**config.mk**
```make
export PLATFORM = sky130hd
export DESIGN_NAME = cpx_exec_core
export DESIGN_NICKNAME = d
export VERILOG_FILES = /design/src/rtl/cpx_pkg.sv /design/src/rtl/cpx_alu.sv /design/src/rtl/cpx_exec_core.sv /design/src/rtl/cpx_iram.sv
export SDC_FILE = /design/constraint.sdc
export NUM_CORES = 2
export LEC_CHECK = 0
export BUFFER_PORTS_ARGS = -buffer_cell sky130_fd_sc_hd__buf_2
export CORE_MARGIN = 2
export CORE_UTILIZATION = 55
export CTS_CLUSTER_SIZE = 12
export DETAILED_ROUTE_END_ITERATION = 6
export PLACE_DENSITY = 0.82
export SLEW_MARGIN = 5
export SYNTH_ARGS = -nofsm -noshare
export SYNTH_HDL_FRONTEND = slang
export SYNTH_SLANG_ARGS = --single-unit
```
**constraint.sdc**
```tcl
create_clock -name clk_i -period 15.1 [get_ports clk_i]
set_clock_uncertainty 0.2 [all_clocks]
set_input_delay 3.02 -clock clk_i [delete_from_list [all_inputs] [get_ports clk_i]]
set_output_delay 3.02 -clock clk_i [all_outputs]
set_load 0.05 [all_outputs]
```
**src/rtl/cpx_pkg.sv**
```systemverilog
// cpx_pkg: opcodes, special register addresses, field positions, reset values
// and machine cycle timing for the bit-set to exclusive-or execution group.
// assumes: an 8-bit core with 128 bytes of internal ram and 16-bit pc.
package cpx_pkg;

  // timing
  localparam int CLK_HZ = 25000000;
  localparam int CLKS_PER_MC = 4;
  localparam logic [1:0] PHASE_LAST = 2'(CLKS_PER_MC - 1);

  // opcodes
  localparam logic [7:0] OP_SHORT_RELATIVE_JUMP_INSTR = 8'h80;
  localparam logic [7:0] OP_BIT_FORCE_ONE_INSTR_C = 8'hD3;
  localparam logic [7:0] OP_BIT_FORCE_ONE_INSTR_BIT = 8'hD2;
  localparam logic [7:0] OP_SWAP = 8'hC4;
  localparam logic [7:0] OP_XRL_DIR_A = 8'h62;
  localparam logic [7:0] OP_XRL_DIR_IMM = 8'h63;
  localparam logic [3:0] HI_SUBTRACT_WITH_BORROW_INSTR = 4'h9;
  localparam logic [3:0] HI_XRL = 4'h6;
  localparam logic [3:0] HI_XCH = 4'hC;
  localparam logic [6:0] OP_ACC_DIGIT_EXCHANGE_INSTR_TOP = 7'h6B;
  localparam logic [3:0] LO_IMM = 4'h4;
  localparam logic [3:0] LO_DIR = 4'h5;
  localparam logic [2:0] LO_IND_TOP = 3'h3;

  // directly addressed registers held inside the core
  localparam logic [7:0] ADDR_ACC = 8'hE0;
  localparam logic [7:0] ADDR_PSW = 8'hD0;
  localparam logic [2:0] BIT_AREA_HI = 3'h1;

  // status word fields
  localparam int PSW_C = 7;
  localparam int PSW_AC = 6;
  localparam int PSW_OV = 2;
  localparam int PSW_RS_HI = 4;
  localparam int PSW_RS_LO = 3;

  // reset values
  localparam logic [7:0] ACC_RST = 8'h00;
  localparam logic [7:0] PSW_RST = 8'h00;
  localparam logic [15:0] PC_RST = 16'h0000;

  // sequencer states
  typedef enum logic [2:0] {
    S_OP, S_REG, S_IND, S_B1, S_B2, S_DIR, S_EXE, S_HOLD
  } cpx_state_t;

endpackage
```
**src/rtl/cpx_alu.sv**
```systemverilog
// cpx_alu: subtract with borrow and its flags, byte exclusive-or.
// assumes: purely combinational, operands steady while used.
`timescale 1ns/1ps
`default_nettype none
module cpx_alu (
  input wire logic [7:0] a_i,
  input wire logic [7:0] b_i,
  input wire logic cin_i,
  input wire logic [7:0] xa_i,
  input wire logic [7:0] xb_i,
  output logic [7:0] diff_o,
  output logic c_o,
  output logic ac_o,
  output logic ov_o,
  output logic [7:0] xor_o
);

  logic [4:0] low4;
  logic [7:0] low7;
  logic [8:0] full;

  // a minus b minus carry, with the borrow out of each span
  assign low4 = {1'b0, a_i[3:0]} - {1'b0, b_i[3:0]} - {4'h0, cin_i};
  assign low7 = {1'b0, a_i[6:0]} - {1'b0, b_i[6:0]} - {7'h00, cin_i};
  assign full = {1'b0, a_i} - {1'b0, b_i} - {8'h00, cin_i};
  assign diff_o = full[7:0];
  assign c_o = full[8];
  assign ac_o = low4[4];
  assign ov_o = low7[7] ^ full[8];
  assign xor_o = xa_i ^ xb_i;

endmodule
`default_nettype wire

```
**src/rtl/cpx_exec_core.sv**
```systemverilog
// cpx_exec_core: fetch, operand access and execution for bit set, short jump,
// subtract with borrow, nibble swap, byte and digit exchange, exclusive-or.
// assumes: program memory answers combinationally on pmem_data_i; other sfrs
// answer one clock after sfr_rd_o, and give the output latch when sfr_rmw_o.
`timescale 1ns/1ps
`default_nettype none
module cpx_exec_core (
  input wire logic clk_i,
  input wire logic rst_n_i,
  output logic [15:0] pmem_addr_o,
  input wire logic [7:0] pmem_data_i,
  output logic [7:0] sfr_addr_o,
  output logic sfr_rd_o,
  output logic sfr_rmw_o,
  output logic sfr_we_o,
  output logic [7:0] sfr_wdata_o,
  input wire logic [7:0] sfr_rdata_i,
  output logic [7:0] acc_o,
  output logic [7:0] psw_o,
  output logic instr_done_o,
  output logic unknown_op_o
);

  cpx_pkg::cpx_state_t state;
  cpx_pkg::cpx_state_t next_state;
  logic [15:0] pc;
  logic [7:0] acc;
  logic [7:0] psw;
  logic [7:0] opcode;
  logic [7:0] b1;
  logic [7:0] b2;
  logic [7:0] opnd;
  logic [6:0] ptr;
  logic [7:0] last_rd;
  logic [1:0] phase;
  logic [1:0] mc_cnt;

  // machine cycle divider
  logic mc_tick;
  assign mc_tick = (phase == cpx_pkg::PHASE_LAST);

  // decode, from the bus during the opcode fetch and from the latch after
  logic [7:0] dop;
  logic [3:0] lo;
  logic f_rn;
  logic f_ri;
  logic f_dir;
  logic f_imm;
  logic is_subtract_with_borrow_instr;
  logic is_xrl_a;
  logic is_xrl_d;
  logic is_xrl_dimm;
  logic is_xch;
  logic is_swap;
  logic is_acc_digit_exchange_instr;
  logic is_setc;
  logic is_bit_force_one_instr;
  logic is_short_relative_jump_instr;
  logic arith;
  logic uses_reg;
  logic uses_ptr;
  logic needs_dir;
  logic two_plus;
  logic three_byte;
  logic known;
  logic [1:0] cycles_m1;

  assign dop = (state == cpx_pkg::S_OP) ? pmem_data_i : opcode;
  assign lo = dop[3:0];
  assign f_rn = dop[3];
  assign f_ri = (dop[3:1] == cpx_pkg::LO_IND_TOP);
  assign f_dir = (lo == cpx_pkg::LO_DIR);
  assign f_imm = (lo == cpx_pkg::LO_IMM);
  assign is_subtract_with_borrow_instr = (dop[7:4] == cpx_pkg::HI_SUBTRACT_WITH_BORROW_INSTR) && (lo >= cpx_pkg::LO_IMM);
  assign is_xrl_a = (dop[7:4] == cpx_pkg::HI_XRL) && (lo >= cpx_pkg::LO_IMM);
  assign is_xrl_dimm = (dop == cpx_pkg::OP_XRL_DIR_IMM);
  assign is_xrl_d = (dop == cpx_pkg::OP_XRL_DIR_A) || is_xrl_dimm;
  assign is_xch = (dop[7:4] == cpx_pkg::HI_XCH) && (lo >= cpx_pkg::LO_DIR);
  assign is_swap = (dop == cpx_pkg::OP_SWAP);
  assign is_acc_digit_exchange_instr = (dop[7:1] == cpx_pkg::OP_ACC_DIGIT_EXCHANGE_INSTR_TOP);
  assign is_setc = (dop == cpx_pkg::OP_BIT_FORCE_ONE_INSTR_C);
  assign is_bit_force_one_instr = (dop == cpx_pkg::OP_BIT_FORCE_ONE_INSTR_BIT);
  assign is_short_relative_jump_instr = (dop == cpx_pkg::OP_SHORT_RELATIVE_JUMP_INSTR);
  assign arith = is_subtract_with_borrow_instr || is_xrl_a || is_xch;
  assign uses_reg = (arith && (f_rn || f_ri)) || is_acc_digit_exchange_instr;
  assign uses_ptr = (arith && f_ri) || is_acc_digit_exchange_instr;
  assign needs_dir = (arith && f_dir) || is_xrl_d || is_bit_force_one_instr;
  assign three_byte = is_xrl_dimm;
  assign two_plus = three_byte || is_bit_force_one_instr || is_short_relative_jump_instr || is_xrl_d
                    || (arith && (f_dir || f_imm));
  assign known = arith || is_xrl_d || is_swap || is_acc_digit_exchange_instr || is_setc || is_bit_force_one_instr || is_short_relative_jump_instr;

  // machine cycles per form, less one
  assign cycles_m1 = (is_short_relative_jump_instr || three_byte) ? 2'h2 : (two_plus ? 2'h1 : 2'h0);

  // register bank addresses
  logic [7:0] reg_addr;
  logic [7:0] ptr_reg_addr;
  logic [7:0] rn_addr;
  assign rn_addr = {3'b000, psw[cpx_pkg::PSW_RS_HI:cpx_pkg::PSW_RS_LO], dop[2:0]};
  assign ptr_reg_addr = {3'b000, psw[cpx_pkg::PSW_RS_HI:cpx_pkg::PSW_RS_LO], 2'b00, dop[0]};
  assign reg_addr = uses_ptr ? ptr_reg_addr : rn_addr;

  // byte that holds a directly addressed bit
  logic [7:0] bit_src;
  logic [7:0] bit_byte;
  assign bit_src = (state == cpx_pkg::S_B1) ? pmem_data_i : b1;
  assign bit_byte = bit_src[7] ? {bit_src[7:3], 3'b000}
                               : {cpx_pkg::BIT_AREA_HI, 1'b0, bit_src[6:3]};

  // direct operand address
  logic [7:0] dir_addr;
  assign dir_addr = is_bit_force_one_instr ? bit_byte : bit_src;

  // read side
  logic [7:0] ram_rdata;
  logic [7:0] rd_addr;
  logic [7:0] rd_value;
  logic dir_internal;
  logic rd_ext;
  assign rd_addr = (state == cpx_pkg::S_OP) ? reg_addr
                 : (state == cpx_pkg::S_REG) ? {1'b0, ram_rdata[6:0]}
                 : dir_addr;
  assign dir_internal = (dir_addr == cpx_pkg::ADDR_ACC) || (dir_addr == cpx_pkg::ADDR_PSW);
  assign rd_ext = (state == cpx_pkg::S_B1) && needs_dir && dir_addr[7] && !dir_internal;
  assign rd_value = !last_rd[7] ? ram_rdata
                  : (last_rd == cpx_pkg::ADDR_ACC) ? acc
                  : (last_rd == cpx_pkg::ADDR_PSW) ? psw
                  : sfr_rdata_i;

  // arithmetic
  logic [7:0] diff;
  logic sub_c;
  logic sub_ac;
  logic sub_ov;
  logic [7:0] xor_res;
  logic [7:0] xor_b;
  assign xor_b = is_xrl_dimm ? b2 : acc;

  cpx_alu u_alu (
    .a_i(acc),
    .b_i(opnd),
    .cin_i(psw[cpx_pkg::PSW_C]),
    .xa_i(opnd),
    .xb_i(xor_b),
    .diff_o(diff),
    .c_o(sub_c),
    .ac_o(sub_ac),
    .ov_o(sub_ov),
    .xor_o(xor_res)
  );

  // write side, all in the execute step
  logic exe;
  logic wr_en;
  logic [7:0] wr_addr;
  logic [7:0] wr_data;
  logic [7:0] bit_mask;
  logic wr_ram;
  logic wr_acc_dir;
  logic wr_psw_dir;
  logic wr_ext;
  assign exe = (state == cpx_pkg::S_EXE);
  assign wr_en = exe && (is_xch || is_acc_digit_exchange_instr || is_xrl_d || is_bit_force_one_instr);
  assign wr_addr = (uses_ptr) ? {1'b0, ptr}
                 : (is_xch && f_rn) ? rn_addr
                 : dir_addr;
  assign bit_mask = 8'h01 << b1[2:0];
  assign wr_data = is_xch ? acc
                 : is_acc_digit_exchange_instr ? {opnd[7:4], acc[3:0]}
                 : is_bit_force_one_instr ? (opnd | bit_mask)
                 : xor_res;
  assign wr_ram = wr_en && !wr_addr[7];
  assign wr_acc_dir = wr_en && (wr_addr == cpx_pkg::ADDR_ACC);
  assign wr_psw_dir = wr_en && (wr_addr == cpx_pkg::ADDR_PSW);
  assign wr_ext = wr_en && wr_addr[7] && !wr_acc_dir && !wr_psw_dir;

  cpx_iram u_iram (
    .clk_i(clk_i),
    .rst_n_i(rst_n_i),
    .raddr_i(rd_addr[6:0]),
    .rdata_o(ram_rdata),
    .we_i(wr_ram),
    .waddr_i(wr_addr[6:0]),
    .wdata_i(wr_data)
  );

  // accumulator next value
  logic [7:0] next_acc;
  assign next_acc = wr_acc_dir ? wr_data
                  : !exe ? acc
                  : is_subtract_with_borrow_instr ? diff
                  : is_xrl_a ? xor_res
                  : is_xch ? opnd
                  : is_acc_digit_exchange_instr ? {acc[7:4], opnd[3:0]}
                  : is_swap ? {acc[3:0], acc[7:4]}
                  : acc;

  // status word next value; swap, exchange and xor fall through untouched unless their direct address is the status word
  logic [7:0] psw_sub;
  logic [7:0] next_psw;
  assign psw_sub = {sub_c, sub_ac, psw[5:3], sub_ov, psw[1:0]};
  assign next_psw = wr_psw_dir ? wr_data
                  : !exe ? psw
                  : is_subtract_with_borrow_instr ? psw_sub
                  : is_setc ? (psw | (8'h01 << cpx_pkg::PSW_C))
                  : psw;

  // instruction finishes on the last machine cycle of its listed count
  logic fin;
  assign fin = mc_tick && (mc_cnt == cycles_m1)
               && ((state == cpx_pkg::S_EXE) || (state == cpx_pkg::S_HOLD));

  // jump target: pc already advanced by two in fetch
  logic [15:0] jump_pc;
  assign jump_pc = pc + {{8{b1[7]}}, b1};

  logic fetch;
  assign fetch = (state == cpx_pkg::S_OP) || (state == cpx_pkg::S_B1)
                 || (state == cpx_pkg::S_B2);

  // sequencer
  always_comb begin
    next_state = state;
    case (state)
      cpx_pkg::S_OP: begin
        if (uses_reg) begin
          next_state = cpx_pkg::S_REG;
        end else if (two_plus) begin
          next_state = cpx_pkg::S_B1;
        end else begin
          next_state = cpx_pkg::S_EXE;
        end
      end
      cpx_pkg::S_REG: begin
        next_state = uses_ptr ? cpx_pkg::S_IND : cpx_pkg::S_EXE;
      end
      cpx_pkg::S_IND: begin
        next_state = cpx_pkg::S_EXE;
      end
      cpx_pkg::S_B1: begin
        if (three_byte) begin
          next_state = cpx_pkg::S_B2;
        end else if (needs_dir) begin
          next_state = cpx_pkg::S_DIR;
        end else begin
          next_state = cpx_pkg::S_EXE;
        end
      end
      cpx_pkg::S_B2: begin
        next_state = cpx_pkg::S_EXE;
      end
      cpx_pkg::S_DIR: begin
        next_state = cpx_pkg::S_EXE;
      end
      cpx_pkg::S_EXE: begin
        next_state = fin ? cpx_pkg::S_OP : cpx_pkg::S_HOLD;
      end
      cpx_pkg::S_HOLD: begin
        next_state = fin ? cpx_pkg::S_OP : cpx_pkg::S_HOLD;
      end
      default: begin
        next_state = cpx_pkg::S_OP;
      end
    endcase
  end

  always_ff @(posedge clk_i) begin
    if (!rst_n_i) begin
      state <= cpx_pkg::S_OP;
      phase <= 2'h0;
      mc_cnt <= 2'h0;
    end else begin
      state <= next_state;
      phase <= phase + 2'h1;
      if (mc_tick) begin
        mc_cnt <= fin ? 2'h0 : mc_cnt + 2'h1;
      end
    end
  end

  // instruction bytes and operand capture
  always_ff @(posedge clk_i) begin
    if (!rst_n_i) begin
      opcode <= 8'h00;
      b1 <= 8'h00;
      b2 <= 8'h00;
      opnd <= 8'h00;
      ptr <= 7'h00;
      last_rd <= 8'h00;
    end else begin
      last_rd <= rd_addr;
      if (state == cpx_pkg::S_OP) begin
        opcode <= pmem_data_i;
      end
      if (state == cpx_pkg::S_B1) begin
        b1 <= pmem_data_i;
        opnd <= pmem_data_i;
      end
      if (state == cpx_pkg::S_B2) begin
        b2 <= pmem_data_i;
        opnd <= rd_value;
      end
      if (state == cpx_pkg::S_REG) begin
        ptr <= ram_rdata[6:0];
        opnd <= ram_rdata;
      end
      if ((state == cpx_pkg::S_IND) || (state == cpx_pkg::S_DIR)) begin
        opnd <= rd_value;
      end
    end
  end

  // architectural registers
  always_ff @(posedge clk_i) begin
    if (!rst_n_i) begin
      acc <= cpx_pkg::ACC_RST;
      psw <= cpx_pkg::PSW_RST;
    end else begin
      acc <= next_acc;
      psw <= next_psw;
    end
  end

  always_ff @(posedge clk_i) begin
    if (!rst_n_i) begin
      pc <= cpx_pkg::PC_RST;
    end else if (exe && is_short_relative_jump_instr) begin
      pc <= jump_pc;
    end else if (fetch) begin
      pc <= pc + 16'h0001;
    end
  end

  always_ff @(posedge clk_i) begin
    if (!rst_n_i) begin
      instr_done_o <= 1'b0;
      unknown_op_o <= 1'b0;
    end else begin
      instr_done_o <= fin;
      unknown_op_o <= exe && !known;
    end
  end

  assign pmem_addr_o = pc;
  assign acc_o = acc;
  assign psw_o = psw;
  assign sfr_addr_o = exe ? wr_addr : dir_addr;
  assign sfr_rd_o = rd_ext;
  assign sfr_rmw_o = rd_ext && (is_xrl_d || is_bit_force_one_instr);
  assign sfr_we_o = wr_ext;
  assign sfr_wdata_o = wr_data;

endmodule
`default_nettype wire

```
**src/rtl/cpx_iram.sv**
```systemverilog
// cpx_iram: internal data ram, one write port and one read port.
// assumes: read data appear one clock after the address, from a register.
`timescale 1ns/1ps
`default_nettype none
module cpx_iram #(
  parameter int DEPTH = 128,
  parameter int AW = 7
) (
  input wire logic clk_i,
  input wire logic rst_n_i,
  input wire logic [AW-1:0] raddr_i,
  output logic [7:0] rdata_o,
  input wire logic we_i,
  input wire logic [AW-1:0] waddr_i,
  input wire logic [7:0] wdata_i
);

  logic [7:0] mem [DEPTH];

  always_ff @(posedge clk_i) begin
    if (we_i) begin
      mem[waddr_i] <= wdata_i;
    end
  end

  // a write and a read to one byte in the same clock return the new byte
  always_ff @(posedge clk_i) begin
    if (!rst_n_i) begin
      rdata_o <= 8'h00;
    end else if (we_i && waddr_i == raddr_i) begin
      rdata_o <= wdata_i;
    end else begin
      rdata_o <= mem[raddr_i];
    end
  end

endmodule
`default_nettype wire

```
==> impl_metrics.yaml <==
min_path:
  min_path_cells: 1
  worstHoldEndpoint: "phase[0]"
  hold_class: "flop to flop"
  min_from: "phase[0]"
final_layout:
  final_core_util_pct: 60.9
  multiInputGateArea_um2: 13700
  stdcell_count: 4820
  layout-drive-gt1-share_pct: 8.77
  final_nets: 3656
  fillerInstances: 6140
  syn2layout_area_growth_pct: 9.59
  seqCellArea_um2: 32700
die:
  io_pins: 71
  die-area_um2: 88400
  die_height_um: 297
  start_util_pct: 55.6
  core.rowCount: 107
  dieWidth_um: 297
  core_um2: 85100
logic_synthesis:
  ys_seq_area_share_pct: 69.1
  syn-num-nets: 3644
  yosys.area.top_type: "edfxtp_1"
  yosysUniqueCellTypes: 86
  ys.flop_type: "edfxtp_1"
  ys_ff_latch: 1120
  synth_edf_count: 1024
  synth_top_area_share_pct: 65.0
  netlist_area_um2: 47300
  yosysWarnings: 0
  ys_async_sr_fraction_pct: 0
  syn_inst: 3593
  synth_area_leaders: "edfxtp_1 (65%), mux2i_1 (6.8%), nand2_1 (4.5%)"
  avgSynthCellArea_um2: 13.2
detailed_routing:
  wl_per_cell_um: 27.0
  final_antenna_net_count: 0
  vias_per_cell: 6.51
  drtIter0Drc: 4532
  vias: 31400
  drcViolationCount: 17
  first_pass_iters: 7
  wl_um: 130000
clocking:
  cts_setup_buffers: 0
  clock_sinks: 1120
  cts_tree: "done"
  insertion_delay_ps: 690
  post_cts_resized: 0
  htree_num_levels: 3
  clk_pin_slew_ps: 60
  clockBufferDepth: 3
  root_buffer: "clkbuf_16"
  postCtsHoldBufs: 0
  cts_inserted_buffers: 109
global_routing:
  antenna_found_initial: 3
  grt_overflow: 0
  grt_pass1_wl_um: 192000
  grt_use_total_pct: 28.8
  grt_max_degree: 143
  grt_pass1_vias: 30200
power:
  vdd_drop_max_mv: 0.146
  p_switching_w: 0.00241
  intPower_w: 0.00546
  combPwrFrac_pct: 21.0
  power_density_nw_per_um2: 152
  netSwitchingFraction_pct: 30.6
  p_clk_share_pct: 31.5
  leakage_nw: 17.3
  seqPwrFrac_pct: 47.5
critical_path:
  rrSetupSlack_ps: 8010
  crit_path_end_kind: "output port"
  rr_endpoint: "u_iram.rdata_o[7]"
  reg2reg_from: "state[2]"
  crit_path_start_kind: "input port"
  critPathMaxFanout: 15
  required_ps: 11880
  reg2regPathDepth: 14
  critPathKind: "input port to output port"
  arrival_ps: 7010
place:
  dp_hpwl_um: 78600
  gp_congestion: 0.968
  port_buffers: 70
  dp.cells: 4638
timing:
  rsz0062_at_grt: "false"
  fmax_mhz: 97.7
  slew-limit-headroom_pct: 13.6
  layout_min_cycle_time_ps: 10230
  finalSetupTns_ps: 0
  final.period_utilization_pct: 67.8
  setup_viol: 0
  tightest_slew_ps: 1300
  maxSlewViolCount: 0
  whs_ps: 218
  hold_viol: 0
run_status:
  failed_checks: "DRC"
  status: "complete, but fails checks"
flow_run:
  max-cap-violations: 0
==> metrics by stage <==
| stage | setup slack, ps | area (um2) | power, W |
|---|---|---|---|
| 2_1_floorplan | 656 | 47300 | 0.00486 |
| 3_3_place_gp | 5020 | 48700 | 0.00537 |
| 3_5_place_dp | 4990 | 48700 | 0.00541 |
| 4_1_cts | 4950 | 51800 | 0.00784 |
| 5_1_grt | 4610 | 51800 | 0.00809 |
| 6_report | 4870 | 51800 | 0.00788 |
==> synthesized netlist by cell type (all sizes together) (5+ instances only) <==
cell type  number
nor4           69
nand4           5
nand3b          8
clkbuf        117
a22o           11
inv            37
nor4bb          6
o22ai         109
xor2           11
ha             30
edfxtp       1024
o21a            9
a221oi          8
mux2i         321
o221ai          7
a31oi          10
buf           103
a21oi         279
mux2           25
o21ai         112
a211oi          8
a2111o         15
a2111oi        45
nor2b           5
nand2         564
and3           26
xnor2          30
or2             8
nand3          73
dfxtp          96
o211ai         12
or3             6
nor3           65
a21o            8
nand2b          7
and2           17
nor2          232
a221o           9
o21bai          7
==> logic make-up after synthesis <==
kind of cell	after synthesis	share of synthesized area, %
fa+ha+maj	33	0.921
flops	1120	69.1
buf+inv	257	2.38
simple gates	1107	10.4
compound gates	689	9.06
mux	346	7.41
xor+xnor	41	0.759
==> power groups by stage <==
stage                     Clock, W  Combinational [W]  Sequential, W
after CTS                  0.00248            0.00162        0.00373
after global routing       0.00261            0.00174        0.00374
final                      0.00248            0.00165        0.00374
after global placement           0            0.00157        0.00380
after detailed placement         0            0.00161        0.00380
after floorplan                  0            0.00102        0.00384
==> how the worst max path moves through the flow <==
stage	startpoint	end	cells after the start
final	pmem_data_i[1]	sfr_we_o	12
after global routing	pmem_data_i[1]	sfr_we_o	12
after CTS	pmem_data_i[1]	sfr_we_o	12
after global placement	pmem_data_i[1]	sfr_we_o	12
after floorplan	pmem_data_i[5]	sfr_wdata_o[0]	9
after detailed placement	pmem_data_i[1]	sfr_we_o	12
==> cell usage in the layout (no fill, tap or decap), drive strengths merged, types with 12 or more instances in the layout <==
cell / n
nor4: 69
nor2: 232
o22ai: 109
clkbuf: 163
nand2: 564
mux2: 25
ha: 30
edfxtp: 1024
a21oi: 279
nor3: 65
inv: 40
o21ai: 112
and3: 26
buf: 121
dfxtp: 96
o211ai: 12
and2: 17
mux2i: 321
a2111oi: 45
a2111o: 15
nand3: 73
xnor2: 30
==> sequential cells by signal, indices dropped and copies added, names as in the netlist, 2 cells and up <==
signal,cells
ptr,7
u_iram.rdata_o,8
b2,8
u_iram.mem,1024
b1,8
phase,2
state,3
opnd,8
psw_o,8
acc_o,8
opcode,8
last_rd,8
mc_cnt,2
pmem_addr_o,16
==> critical path, cell delays in order <==
cell and delay [ps]:
buf_2 180, nor4b_1 490, a21oi_1 290, a311oi_2 350
buf_4 250, nand2b_1 480, o21ai_1 210, nor3_1 410
nand4_1 660, nand2_1 300, nor2_1 90, buf_2 250
==> final cells by class <==
type / instances / share of cell area (%)
timing repair buffer: 121 / 1.49
tap: 1144 / 2.76
sequential: 1120 / 63.0
antenna: 5 / 0.0241
inverter: 37 / 0.278
multi-input combinational: 2216 / 26.4
clock buffer: 163 / 5.80
clock inverter: 14 / 0.258
==> metal layers <==
| layer | share of wire [%] | GRT usage (%) | vias up |
|---|---|---|---|
| li1 | - | - | 13600 |
| met2 | 47 | 45.7 | 2119 |
| met1 | 38 | 39.1 | 15400 |
| met3 | 11 | 6.41 | 367 |
| met4 | 4.2 | 11.1 | 0 |
| met5 | 0 | 0 | - |
No activity file was read; power rests on OpenSTA's default activity.
